==> src/inc/cfd_pkg.sv <==
// shared constants and types of the clock fanout half rate driver
package cfd_pkg;

  // ----------------------------------------------------------------
  // output group sizes
  // ----------------------------------------------------------------
  localparam int unsigned FULL_RATE_COUNT = 4;
  localparam int unsigned HALF_RATE_COUNT = 4;

  // ----------------------------------------------------------------
  // input synchroniser
  // ----------------------------------------------------------------
  localparam int unsigned SYNC_STAGES = 3;

  // ----------------------------------------------------------------
  // pin bundle and reset values
  // ----------------------------------------------------------------
  typedef struct packed {
    logic src_clk;
    logic divider_reset_n;
    logic drive_enable_n;
  } cfd_pins_t;

  localparam int unsigned PIN_COUNT = $bits(cfd_pins_t);

  // clock low, divider held clear, outputs floating
  localparam cfd_pins_t PINS_RST = '{
    src_clk: 1'h0,
    divider_reset_n: 1'h0,
    drive_enable_n: 1'h1
  };

  localparam logic TOGGLE_RST = 1'h0;
  localparam logic OUT_RST = 1'h0;
  localparam logic OE_N_RST = 1'h1;

endpackage : cfd_pkg

==> src/logic/cfd_driver.sv <==
// clock fanout driver with full rate and half rate output groups
//
// How it works
// - eight outputs, four full, four half rate
// - full rate outputs follow input clock level
// - half rate outputs invert on clock rise
// - half rate period spans two input periods
// - clear low forces half rate outputs low
// - enable high floats all eight outputs
// - no rise, half rate outputs hold level
`timescale 1ns/100ps
module cfd_driver #(
  parameter int unsigned FULL_N = cfd_pkg::FULL_RATE_COUNT,
  parameter int unsigned HALF_N = cfd_pkg::HALF_RATE_COUNT
) (
  input wire logic clk_in,
  input wire logic rst_in,
  input wire logic src_clk_in,
  input wire logic divider_reset_n_in,
  input wire logic drive_enable_n_in,
  output logic [FULL_N-1:0] full_rate_outputs_out,
  output logic [FULL_N-1:0] full_rate_oe_n_out,
  output logic [HALF_N-1:0] half_rate_outputs_out,
  output logic [HALF_N-1:0] half_rate_oe_n_out
);

  // ----------------------------------------------------------------
  // pin bundle
  // ----------------------------------------------------------------
  cfd_pkg::cfd_pins_t pins_raw;

  assign pins_raw.src_clk = src_clk_in;
  assign pins_raw.divider_reset_n = divider_reset_n_in;
  assign pins_raw.drive_enable_n = drive_enable_n_in;

  // ----------------------------------------------------------------
  // pin synchroniser, three stages
  // ----------------------------------------------------------------
  cfd_pkg::cfd_pins_t sync1_ff;
  cfd_pkg::cfd_pins_t sync2_ff;
  cfd_pkg::cfd_pins_t sync3_ff;

  always_ff @(posedge clk_in) begin
    if (rst_in) begin
      sync1_ff <= cfd_pkg::PINS_RST;
    end else begin
      sync1_ff <= pins_raw;
    end
  end

  always_ff @(posedge clk_in) begin
    if (rst_in) begin
      sync2_ff <= cfd_pkg::PINS_RST;
    end else begin
      sync2_ff <= sync1_ff;
    end
  end

  always_ff @(posedge clk_in) begin
    if (rst_in) begin
      sync3_ff <= cfd_pkg::PINS_RST;
    end else begin
      sync3_ff <= sync2_ff;
    end
  end

  // ----------------------------------------------------------------
  // stage agreement filter
  // ----------------------------------------------------------------
  cfd_pkg::cfd_pins_t pins_ff;
  cfd_pkg::cfd_pins_t nxt_pins;
  wire logic [cfd_pkg::PIN_COUNT-1:0] stages_agree;

  // a bit takes its new level once stages two and three agree
  genvar p;
  generate
    for (p = 0; p < cfd_pkg::PIN_COUNT; p++) begin : g_filt
      assign stages_agree[p] = (sync2_ff[p] == sync3_ff[p]);
      assign nxt_pins[p] = stages_agree[p] ? sync3_ff[p] : pins_ff[p];
    end
  endgenerate

  always_ff @(posedge clk_in) begin
    if (rst_in) begin
      pins_ff <= cfd_pkg::PINS_RST;
    end else begin
      pins_ff <= nxt_pins;
    end
  end

  // ----------------------------------------------------------------
  // clock edge and clear decode
  // ----------------------------------------------------------------
  wire logic clk_rise;
  wire logic clear_active;

  assign clk_rise = nxt_pins.src_clk & ~pins_ff.src_clk;
  assign clear_active = ~nxt_pins.divider_reset_n;

  // ----------------------------------------------------------------
  // half rate toggle
  // ----------------------------------------------------------------
  logic toggle_ff;
  logic nxt_toggle;
  wire logic toggle_run;

  // one flip per rise halves rate
  assign toggle_run = clk_rise ? ~toggle_ff : toggle_ff;

  assign nxt_toggle = clear_active ? cfd_pkg::TOGGLE_RST : toggle_run;

  always_ff @(posedge clk_in) begin
    if (rst_in) begin
      toggle_ff <= cfd_pkg::TOGGLE_RST;
    end else begin
      toggle_ff <= nxt_toggle;
    end
  end

  // ----------------------------------------------------------------
  // drive enable decode
  // ----------------------------------------------------------------
  wire logic float_all;

  assign float_all = pins_ff.drive_enable_n;

  // ----------------------------------------------------------------
  // output levels
  // ----------------------------------------------------------------
  wire logic full_level;
  wire logic half_level;
  wire logic [FULL_N-1:0] nxt_full;
  wire logic [FULL_N-1:0] nxt_full_oe_n;
  wire logic [HALF_N-1:0] nxt_half;
  wire logic [HALF_N-1:0] nxt_half_oe_n;

  assign full_level = pins_ff.src_clk & ~float_all;

  assign half_level = toggle_ff & ~float_all;

  // ----------------------------------------------------------------
  // full rate group
  // ----------------------------------------------------------------
  // four full rate outputs
  genvar f;
  generate
    for (f = 0; f < FULL_N; f++) begin : g_full_next
      assign nxt_full[f] = full_level;
    end
  endgenerate

  genvar fo;
  generate
    for (fo = 0; fo < FULL_N; fo++) begin : g_full_oe
      assign nxt_full_oe_n[fo] = float_all;
    end
  endgenerate

  always_ff @(posedge clk_in) begin
    if (rst_in) begin
      full_rate_outputs_out <= {FULL_N{cfd_pkg::OUT_RST}};
    end else begin
      full_rate_outputs_out <= nxt_full;
    end
  end

  always_ff @(posedge clk_in) begin
    if (rst_in) begin
      full_rate_oe_n_out <= {FULL_N{cfd_pkg::OE_N_RST}};
    end else begin
      full_rate_oe_n_out <= nxt_full_oe_n;
    end
  end

  // ----------------------------------------------------------------
  // half rate group
  // ----------------------------------------------------------------
  // four half rate outputs
  genvar h;
  generate
    for (h = 0; h < HALF_N; h++) begin : g_half_next
      assign nxt_half[h] = half_level;
    end
  endgenerate

  genvar ho;
  generate
    for (ho = 0; ho < HALF_N; ho++) begin : g_half_oe
      assign nxt_half_oe_n[ho] = float_all;
    end
  endgenerate

  always_ff @(posedge clk_in) begin
    if (rst_in) begin
      half_rate_outputs_out <= {HALF_N{cfd_pkg::OUT_RST}};
    end else begin
      half_rate_outputs_out <= nxt_half;
    end
  end

  always_ff @(posedge clk_in) begin
    if (rst_in) begin
      half_rate_oe_n_out <= {HALF_N{cfd_pkg::OE_N_RST}};
    end else begin
      half_rate_oe_n_out <= nxt_half_oe_n;
    end
  end

endmodule : cfd_driver

==> config.mk <==
export PLATFORM = sky130hd
export DESIGN_NAME = cfd_driver
export DESIGN_NICKNAME = d
export VERILOG_FILES = /design/src/inc/cfd_pkg.sv /design/src/logic/cfd_driver.sv
export SDC_FILE = /design/constraint.sdc
export NUM_CORES = 1
export LEC_CHECK = 0
export BUFFER_PORTS_ARGS = -buffer_cell sky130_fd_sc_hd__buf_2
export CAP_MARGIN = 20
export CELL_PAD_IN_SITES_DETAIL_PLACEMENT = 0
export CELL_PAD_IN_SITES_GLOBAL_PLACEMENT = 1
export CORE_MARGIN = 4
export CORE_UTILIZATION = 33
export CTS_BUF_LIST = sky130_fd_sc_hd__clkbuf_16
export CTS_CLUSTER_DIAMETER = 50
export DETAILED_ROUTE_END_ITERATION = 10
export PLACE_DENSITY_LB_ADDON = 0.05
export SYNTH_ARGS = -nofsm -noshare
export SYNTH_HDL_FRONTEND = slang
export SYNTH_SLANG_ARGS = --single-unit
export TNS_END_PERCENT = 20
==> constraint.sdc <==
create_clock -name clk_in -period 0.8 [get_ports clk_in]
set_input_delay 0.12 -clock clk_in [delete_from_list [all_inputs] [get_ports clk_in]]
set_output_delay 0.12 -clock clk_in [all_outputs]
set_load 0.005 [all_outputs]
==> metrics.txt, run 1 <==
# TYPE chip_impl_metric gauge
chip_impl_metric{name="die_height",unit="um"} 49.9
chip_impl_metric{name="post-synth-top-area-fraction",unit="%"} 55.3
chip_impl_metric{name="design_power_total",unit="mW"} 1.78
chip_impl_metric{name="grt_pass1_wl",unit="um"} 1180
chip_impl_metric{name="timing.final.crit_share",unit="%"} 104
chip_impl_metric{name="seq_area_frac_synth",unit="%"} 55.3
chip_impl_metric{name="dpl.cell_count",unit=""} 80
chip_impl_metric{name="setup_ws",unit="ps"} -33.2
chip_impl_metric{name="insertedDiodeCount",unit=""} 0
chip_impl_metric{name="setup_tns",unit="ps"} -256
chip_impl_metric{name="worst-slew-pin-transition",unit="ps"} 165
chip_impl_metric{name="drive_gt1_share",unit="%"} 46.3
chip_impl_info{name="hold_start",value="drive_enable_n_in"} 1
chip_impl_metric{name="synthDistinctLibCells",unit=""} 17
chip_impl_metric{name="floorplan_die_width",unit="um"} 49.9
chip_impl_metric{name="timing.critical_path.arrival",unit="ps"} 710
chip_impl_info{name="timing_worst_setup_path_type",value="reg2out"} 1
chip_impl_metric{name="max-cap-violations",unit=""} 0
chip_impl_metric{name="grt-ovfl-total",unit=""} 0
chip_impl_metric{name="worst_vdd_drop",unit="mV"} 1.39
chip_impl_metric{name="floorplan.initialDensity",unit="%"} 36.7
chip_impl_metric{name="netlist_area",unit="um^2"} 579
chip_impl_info{name="layout.cells.most_common_list",value="20 x sky130_fd_sc_hd__buf_2, 12 x sky130_fd_sc_hd__dfxtp_1, 5 x sky130_fd_sc_hd__nor2b_1"} 1
chip_impl_metric{name="floorplan.io_pins",unit=""} 21
chip_impl_info{name="crit_path_top_delay_cell",value="sky130_fd_sc_hd__dfxtp_4"} 1
chip_impl_metric{name="clock_tree.buffer_depth",unit=""} 2
chip_impl_metric{name="dpl_worst_slack",unit="ps"} 24.1
chip_impl_metric{name="clk_latency",unit="ps"} 240
chip_impl_metric{name="clkSinkCount",unit=""} 16
chip_impl_metric{name="globalRouteTotalUtil",unit="%"} 6.76
chip_impl_metric{name="syn_inst",unit=""} 57
chip_impl_metric{name="report.final.slew_viol_count",unit=""} 0
chip_impl_metric{name="ys_seq_elements",unit=""} 16
chip_impl_metric{name="timing_hold_violations_final",unit=""} 0
chip_impl_info{name="crit_start",value="half_rate_oe_n_out[0]$_SDFF_PP1_"} 1
chip_impl_info{name="clk_root_buffer_cell",value="sky130_fd_sc_hd__clkbuf_16"} 1
chip_impl_metric{name="finalClockSkew",unit="ps"} 0.822
chip_impl_metric{name="detail_route.drc_violations",unit=""} 0
chip_impl_metric{name="synth_warnings",unit=""} 0
chip_impl_info{name="cp-start-kind",value="flop"} 1
chip_impl_metric{name="rows",unit=""} 14
chip_impl_metric{name="report.final.setup_viol",unit=""} 8
chip_impl_metric{name="power.leakage",unit="nW"} 0.284
chip_impl_metric{name="ant_nets",unit=""} 0
chip_impl_metric{name="via_count",unit=""} 356
chip_impl_info{name="cts_tree",value="yes"} 1
chip_impl_metric{name="routabilityCongestion",unit=""} 0.601
chip_impl_info{name="min-delay-path-class",value="in2reg"} 1
chip_impl_info{name="critPathCaptureType",value="output port"} 1
chip_impl_metric{name="core_region",unit="um^2"} 1580
chip_impl_info{name="leading_cell_type_in_the_layout_fill_and_taps_excluded",value="sky130_fd_sc_hd__buf_2"} 1
chip_impl_metric{name="crit_path_max_fanout",unit=""} 8
chip_impl_metric{name="worst-path-buf-inv",unit=""} 1
chip_impl_metric{name="first_global_vias",unit=""} 277
chip_impl_metric{name="firstDrtPassIters",unit=""} 2
chip_impl_metric{name="cts.repair_timing.setup_buffer_count",unit=""} 0
chip_impl_metric{name="routed_wirelength",unit="um"} 742
chip_impl_metric{name="final_net_count",unit=""} 74
chip_impl_metric{name="grt_start_max_net_pins",unit=""} 11
chip_impl_metric{name="syn_nets",unit=""} 62
chip_impl_metric{name="tritoncts.num_buffers",unit=""} 3
chip_impl_metric{name="post_route_non_filler_standard_cell_count",unit=""} 83
chip_impl_metric{name="worst_ep_required_time",unit="ps"} 680
chip_impl_metric{name="cts_htree_levels",unit=""} 1
chip_impl_info{name="reg2reg_from",value="sync2_ff[1]$_SDFF_PP0_"} 1
chip_impl_metric{name="place_area",unit="um^2"} 598
chip_impl_info{name="timing.critical_path.max_delay_family",value="flip-flops"} 1
chip_impl_metric{name="power.density",unit="nW/um^2"} 2620
chip_impl_metric{name="cpPeakStageDelay",unit="ps"} 350
chip_impl_metric{name="place.port_buffers",unit=""} 20
chip_impl_info{name="setup_repair_after_global_routing_missed_its_margin",value="true"} 1
chip_impl_metric{name="antenna_found_initial",unit=""} 0
chip_impl_info{name="post-synth-top-area-cell",value="sky130_fd_sc_hd__dfxtp_1"} 1
chip_impl_metric{name="place_hpwl",unit="um"} 561
chip_impl_metric{name="floorplan.die_area",unit="um^2"} 2490
chip_impl_metric{name="wl_per_cell",unit="um"} 8.94
chip_impl_metric{name="postSynthAreaPerCell",unit="um^2"} 10.2
chip_impl_metric{name="drt-vias-per-instance",unit=""} 4.29
chip_impl_info{name="status",value="complete, but fails checks"} 1
chip_impl_metric{name="path_clk_slew",unit="ps"} 40
chip_impl_metric{name="worst_slew_margin_rel",unit="%"} 88.9
chip_impl_info{name="violations",value="negative setup slack"} 1
chip_impl_metric{name="drt_iter0_drc",unit=""} 7
chip_impl_metric{name="achievable-frequency",unit="GHz"} 1.20
chip_impl_metric{name="post-route-min-period",unit="ps"} 833
chip_impl_metric{name="final_cell_area",unit="um^2"} 681
chip_impl_info{name="synth.top_cells.by_area",value="sky130_fd_sc_hd__dfxtp_1 55%, sky130_fd_sc_hd__buf_4 17%, sky130_fd_sc_hd__nor2b_1 5.4%"} 1
chip_impl_metric{name="flow.area_growth_from_synthesis",unit="%"} 17.5
chip_impl_info{name="worstPathCellList",value="buf_2"} 1
==> timing repair <==
action / CTS / global route
setup endpoints to repair: 16 / 17
hold buffers: 0 / 0
resized for setup: 4 / 2
==> through the flow <==
step                      hold WS, ps  util (%)
after detailed placement          300      37.9
after CTS                        49.1      43.1
after global placement            299      37.9
after floorplan                   187         -
final                            53.4      43.2
after global routing             55.8      43.2
==> cell type report <==
cell class                 count  area [um^2]
multi-input combinational     25          143
sequential                    16          328
fill                         158          896
inverter                       2         7.51
timing repair buffer          21          108
clock buffer                   3         75.1
tap                           16         20.0
==> cells in the mapped netlist (all sizes together) <==
| master | number |
|---|---|
| nand2 | 3 |
| inv | 2 |
| a21oi | 3 |
| a21boi | 1 |
| nand4 | 1 |
| buf | 14 |
| o21bai | 1 |
| dfxtp | 16 |
| nor2b | 6 |
| nor2 | 3 |
| o21ai | 3 |
| or2 | 4 |
==> flip-flops by register name, summed over array words and instances, names as in the netlist, 2 cells and up <==
signal	count
pins_ff	2
sync1_ff	3
sync2_ff	3
sync3_ff	3
==> cell families after synthesis <==
logic type | Yosys count | synth area share, %
DFF | 16 | 55.3
and+or+nand+nor | 17 | 16.2
buffers and inverters | 16 | 20.1
AOI/OAI and AO/OA | 8 | 8.42
==> per-layer routing <==
layer	GRT usage (%)	up-vias	part of all wire (%)
met4	8.29	0	5.0
met5	0	-	0
li1	-	189	-
met1	8.51	139	50
met2	7.27	24	32
met3	3.01	4	13
==> path summary, 6_finish.rpt <==
kind | to | slack (ps) | cells after the start
worst max-delay path | full_rate_oe_n_out[3] | -30 | 1
worst min-delay path | sync1_ff[0]$_SDFF_PP1_ | 50 | 2
worst max register to register | toggle_ff$_SDFFE_PP0P_ | 30 | 3
worst min register to register | sync2_ff[0]$_SDFF_PP1_ | 400 | 1
==> power by group <==
group | total, mW | leakage, nW | switching (mW) | internal (mW)
clock network | 0.924 | 0.0370 | 0.271 | 0.653
registers | 0.823 | 0.132 | 0.00769 | 0.815
logic | 0.0367 | 0.115 | 0.0150 | 0.0217
total | 1.78 | 0.284 | 0.294 | 1.49
Note: power is estimated with default switching activity, not from simulation.
==> inputs of run 2 (changes only) <==
--- a/config.mk
+++ b/config.mk
@@ -7,2 +7,3 @@
 export LEC_CHECK = 0
+export ABC_AREA = 1
 export BUFFER_PORTS_ARGS = -buffer_cell sky130_fd_sc_hd__buf_2
==> constraint.sdc (replaced) <==
create_clock -name clk_in -period 0.8 [get_ports clk_in]
set_input_delay 0.08 -clock clk_in [delete_from_list [all_inputs] [get_ports clk_in]]
set_output_delay 0.08 -clock clk_in [all_outputs]
set_load 0.005 [all_outputs]
==> metrics.txt, run 2 <==
# TYPE chip_impl_metric gauge
chip_impl_info{name="status",value="finished clean"} 1
chip_impl_metric{name="insertedDiodeCount",unit=""} 0
chip_impl_metric{name="worst-slew-pin-transition",unit="ps"} 205
chip_impl_metric{name="worst_vdd_drop",unit="mV"} 1.06
chip_impl_metric{name="floorplan.initialDensity",unit="%"} 34.6
chip_impl_metric{name="drive_gt1_share",unit="%"} 35.9
chip_impl_info{name="post-synth-top-area-cell",value="sky130_fd_sc_hd__dfxtp_1"} 1
chip_impl_metric{name="finalClockSkew",unit="ps"} 1.29
chip_impl_metric{name="cpPeakStageDelay",unit="ps"} 350
chip_impl_metric{name="seq_area_frac_synth",unit="%"} 53.6
chip_impl_info{name="leading_cell_type_in_the_layout_fill_and_taps_excluded",value="sky130_fd_sc_hd__buf_2"} 1
chip_impl_metric{name="report.final.slew_viol_count",unit=""} 0
chip_impl_metric{name="clk_latency",unit="ps"} 240
chip_impl_metric{name="firstDrtPassIters",unit=""} 4
chip_impl_metric{name="power.leakage",unit="nW"} 0.330
chip_impl_metric{name="cts_hold_repair.buffers",unit=""} 0
chip_impl_info{name="yosysMostFrequentCell",value="sky130_fd_sc_hd__dfxtp_1"} 1
chip_impl_info{name="layout_top_registers",value="sync1_ff: 3 flops, sync2_ff: 3 flops, sync3_ff: 3 flops"} 1
chip_impl_metric{name="report.final.setup_viol",unit=""} 0
chip_impl_metric{name="tritoncts.num_buffers",unit=""} 3
chip_impl_metric{name="ys_seq_elements",unit=""} 16
chip_impl_info{name="crit_start",value="half_rate_oe_n_out[0]$_SDFF_PP1_"} 1
chip_impl_metric{name="wl_met1",unit="um"} 364
chip_impl_metric{name="place.port_buffers",unit=""} 20
chip_impl_info{name="crit_end",value="full_rate_oe_n_out[2]"} 1
chip_impl_metric{name="grt_start_max_net_pins",unit=""} 13
chip_impl_metric{name="final_net_count",unit=""} 85
chip_impl_metric{name="path_clk_slew",unit="ps"} 50
chip_impl_info{name="hold_start",value="drive_enable_n_in"} 1
chip_impl_metric{name="setup.reg_to_reg.worst_slack",unit="ps"} 80
chip_impl_metric{name="synth_enable_flop_cells",unit=""} 0
chip_impl_info{name="synth.top_cells.by_area",value="sky130_fd_sc_hd__dfxtp_1 54%, sky130_fd_sc_hd__buf_4 16%, sky130_fd_sc_hd__inv_1 7.5%"} 1
chip_impl_metric{name="netlist_area",unit="um^2"} 598
chip_impl_info{name="timing_worst_setup_path_type",value="reg2out"} 1
chip_impl_metric{name="dpl_worst_slack",unit="ps"} 71.8
chip_impl_metric{name="core_region",unit="um^2"} 1730
chip_impl_metric{name="cp_num_cells",unit=""} 1
chip_impl_metric{name="cts_htree_levels",unit=""} 1
chip_impl_info{name="setup_repair_after_global_routing_missed_its_margin",value="true"} 1
chip_impl_metric{name="synthDistinctLibCells",unit=""} 13
chip_impl_info{name="top_cells_by_instance_count_after_synthesis",value="16 x sky130_fd_sc_hd__dfxtp_1, 13 x sky130_fd_sc_hd__buf_4, 12 x sky130_fd_sc_hd__inv_1, 11 x sky130_fd_sc_hd__nor2_1, 5 x sky130_fd_sc_hd__nand2_1"} 1
chip_impl_metric{name="die_height",unit="um"} 50.6
chip_impl_metric{name="floorplan_die_width",unit="um"} 50.6
chip_impl_metric{name="design_power_total",unit="mW"} 1.78
chip_impl_info{name="cp-start-kind",value="flop"} 1
chip_impl_metric{name="drt-vias-per-instance",unit=""} 3.83
chip_impl_metric{name="floorplan.die_area",unit="um^2"} 2560
chip_impl_info{name="crit_path_top_delay_cell",value="sky130_fd_sc_hd__dfxtp_4"} 1
chip_impl_metric{name="synth-async-reset-ratio",unit="%"} 0
chip_impl_metric{name="post-route-min-period",unit="ps"} 792
chip_impl_metric{name="floorplan.io_pins",unit=""} 21
chip_impl_metric{name="grt_pass1_wl",unit="um"} 1470
chip_impl_metric{name="worst_slew_margin_rel",unit="%"} 86.4
chip_impl_metric{name="postSynthAreaPerCell",unit="um^2"} 8.67
chip_impl_metric{name="via_count",unit=""} 395
chip_impl_metric{name="met3_wirelength",unit="um"} 112
chip_impl_info{name="synth_ff_type",value="sky130_fd_sc_hd__dfxtp_1"} 1
chip_impl_metric{name="routabilityCongestion",unit=""} 0.632
chip_impl_metric{name="worst-path-buf-inv",unit=""} 1
chip_impl_metric{name="max-cap-violations",unit=""} 0
chip_impl_metric{name="ant_nets",unit=""} 0
chip_impl_metric{name="worst_ep_required_time",unit="ps"} 720
chip_impl_metric{name="achievable-frequency",unit="GHz"} 1.26
chip_impl_metric{name="setup_tns",unit="ps"} 0
chip_impl_metric{name="timing.critical_path.arrival",unit="ps"} 710
chip_impl_metric{name="syn_inst",unit=""} 69
chip_impl_metric{name="crit_path_max_fanout",unit=""} 8
chip_impl_metric{name="clkSinkCount",unit=""} 16
chip_impl_metric{name="synth_warnings",unit=""} 0
chip_impl_metric{name="first_global_vias",unit=""} 365
chip_impl_metric{name="wl_met2",unit="um"} 342
chip_impl_info{name="worstPathCellList",value="buf_2"} 1
chip_impl_metric{name="cts.repair_timing.setup_buffer_count",unit=""} 0
chip_impl_info{name="worst_r2r_endpoint",value="toggle_ff$_SDFFE_PP0P_"} 1
chip_impl_metric{name="syn_nets",unit=""} 74
chip_impl_metric{name="antenna_found_initial",unit=""} 0
chip_impl_metric{name="power.density",unit="nW/um^2"} 2530
chip_impl_info{name="min-delay-path-class",value="in2reg"} 1
chip_impl_metric{name="clock_tree.buffer_depth",unit=""} 2
chip_impl_metric{name="wl_per_cell",unit="um"} 7.94
chip_impl_metric{name="place_hpwl",unit="um"} 613
chip_impl_metric{name="layout.core_utilization",unit="%"} 40.7
chip_impl_info{name="critPathCaptureType",value="output port"} 1
chip_impl_info{name="clk_root_buffer_cell",value="sky130_fd_sc_hd__clkbuf_16"} 1
chip_impl_info{name="timing.critical_path.max_delay_family",value="flip-flops"} 1
chip_impl_metric{name="globalRouteTotalUtil",unit="%"} 7.68
chip_impl_info{name="cts_tree",value="yes"} 1
chip_impl_metric{name="worst_r2r_path_depth",unit=""} 5
chip_impl_metric{name="routed_wirelength",unit="um"} 818
chip_impl_metric{name="rows",unit=""} 15
chip_impl_metric{name="post-synth-top-area-fraction",unit="%"} 53.6
chip_impl_metric{name="setup_ws",unit="ps"} 7.86
chip_impl_info{name="reg2reg_from",value="pins_ff[2]$_SDFF_PP0_"} 1
chip_impl_metric{name="grt-ovfl-total",unit=""} 0
chip_impl_metric{name="timing.final.crit_share",unit="%"} 99.0
chip_impl_metric{name="timing_hold_violations_final",unit=""} 0
chip_impl_metric{name="detail_route.drc_violations",unit=""} 0
chip_impl_info{name="routed.top_layer",value="met3"} 1
chip_impl_metric{name="drt_iter0_drc",unit=""} 4
chip_impl_info{name="layout.cells.most_common_list",value="20 x sky130_fd_sc_hd__buf_2, 12 x sky130_fd_sc_hd__inv_1, 12 x sky130_fd_sc_hd__dfxtp_1"} 1
chip_impl_metric{name="fin_hold_ws",unit="ps"} 17.9
chip_impl_metric{name="flow.area_growth_from_synthesis",unit="%"} 17.6
[run 2: cell types whose count changed after synthesis, sizes merged, moves of 2 or more]
cell | before | now
nor2 | 3 | 11
nand2 | 3 | 5
nand3 | 0 | 2
inv | 2 | 12
nor2b | 6 | 0
o21ai | 3 | 1
[run 2: per-stage QoR]
stage / cell area, um^2 / std cells
2_1_floorplan: 598 / 69
3_3_place_gp: 621 / 100
3_5_place_dp: 621 / 100
4_1_cts: 699 / 103
5_1_grt: 703 / 103
6_report: 703 / 103
[run 2: how the worst min path moves through the flow]
| stage | end | slack (ps) | cells after the start |
|---|---|---|---|
| 4_1_cts | sync1_ff[0]$_SDFF_PP1_ | 20 | 2 |
| 2_1_floorplan | sync1_ff[0]$_SDFF_PP1_ | 180 | 1 |
| 3_5_place_dp | sync1_ff[0]$_SDFF_PP1_ | 260 | 2 |
| 3_3_place_gp | sync1_ff[0]$_SDFF_PP1_ | 260 | 2 |
| 6_report | sync1_ff[0]$_SDFF_PP1_ | 20 | 2 |
| 5_1_grt | sync1_ff[0]$_SDFF_PP1_ | 30 | 2 |
[run 2: where the power goes]
group	total, mW	internal (mW)	switching, mW	leakage (nW)
sequential	0.824	0.815	0.00860	0.132
clock	0.921	0.653	0.268	0.0370
combinational	0.0378	0.0173	0.0205	0.161
total	1.78	1.48	0.297	0.330
[run 2: repair_timing]
item	CTS	global route
cloned	0	0
gates resized for setup	2	3
setup endpoints to repair	8	17
[run 2: area by class of cell]
class / count / area (um^2)
fill: 191 / 1020
sequential: 16 / 328
multi-input combinational: 27 / 124
timing repair buffer: 20 / 100
clock buffer: 3 / 75.1
inverter: 12 / 45.0
tap: 25 / 31.3
[run 2: cell families (layout without fill, tap and decap cells)]
logic type	Yosys count	in the layout	share of synthesized area, %
AOI/OAI and AO/OA	3	3	2.51
buffers and inverters	26	35	25.7
DFF	16	16	53.6
and+or+nand+nor	24	24	18.2
[run 2: metal layers]
layer | up-vias | GRT usage (%)
li1 | 212 | -
met1 | 163 | 7.96
met2 | 20 | 13.5
met3 | 0 | 2.67
met4 | 0 | 4.04
met5 | - | 0
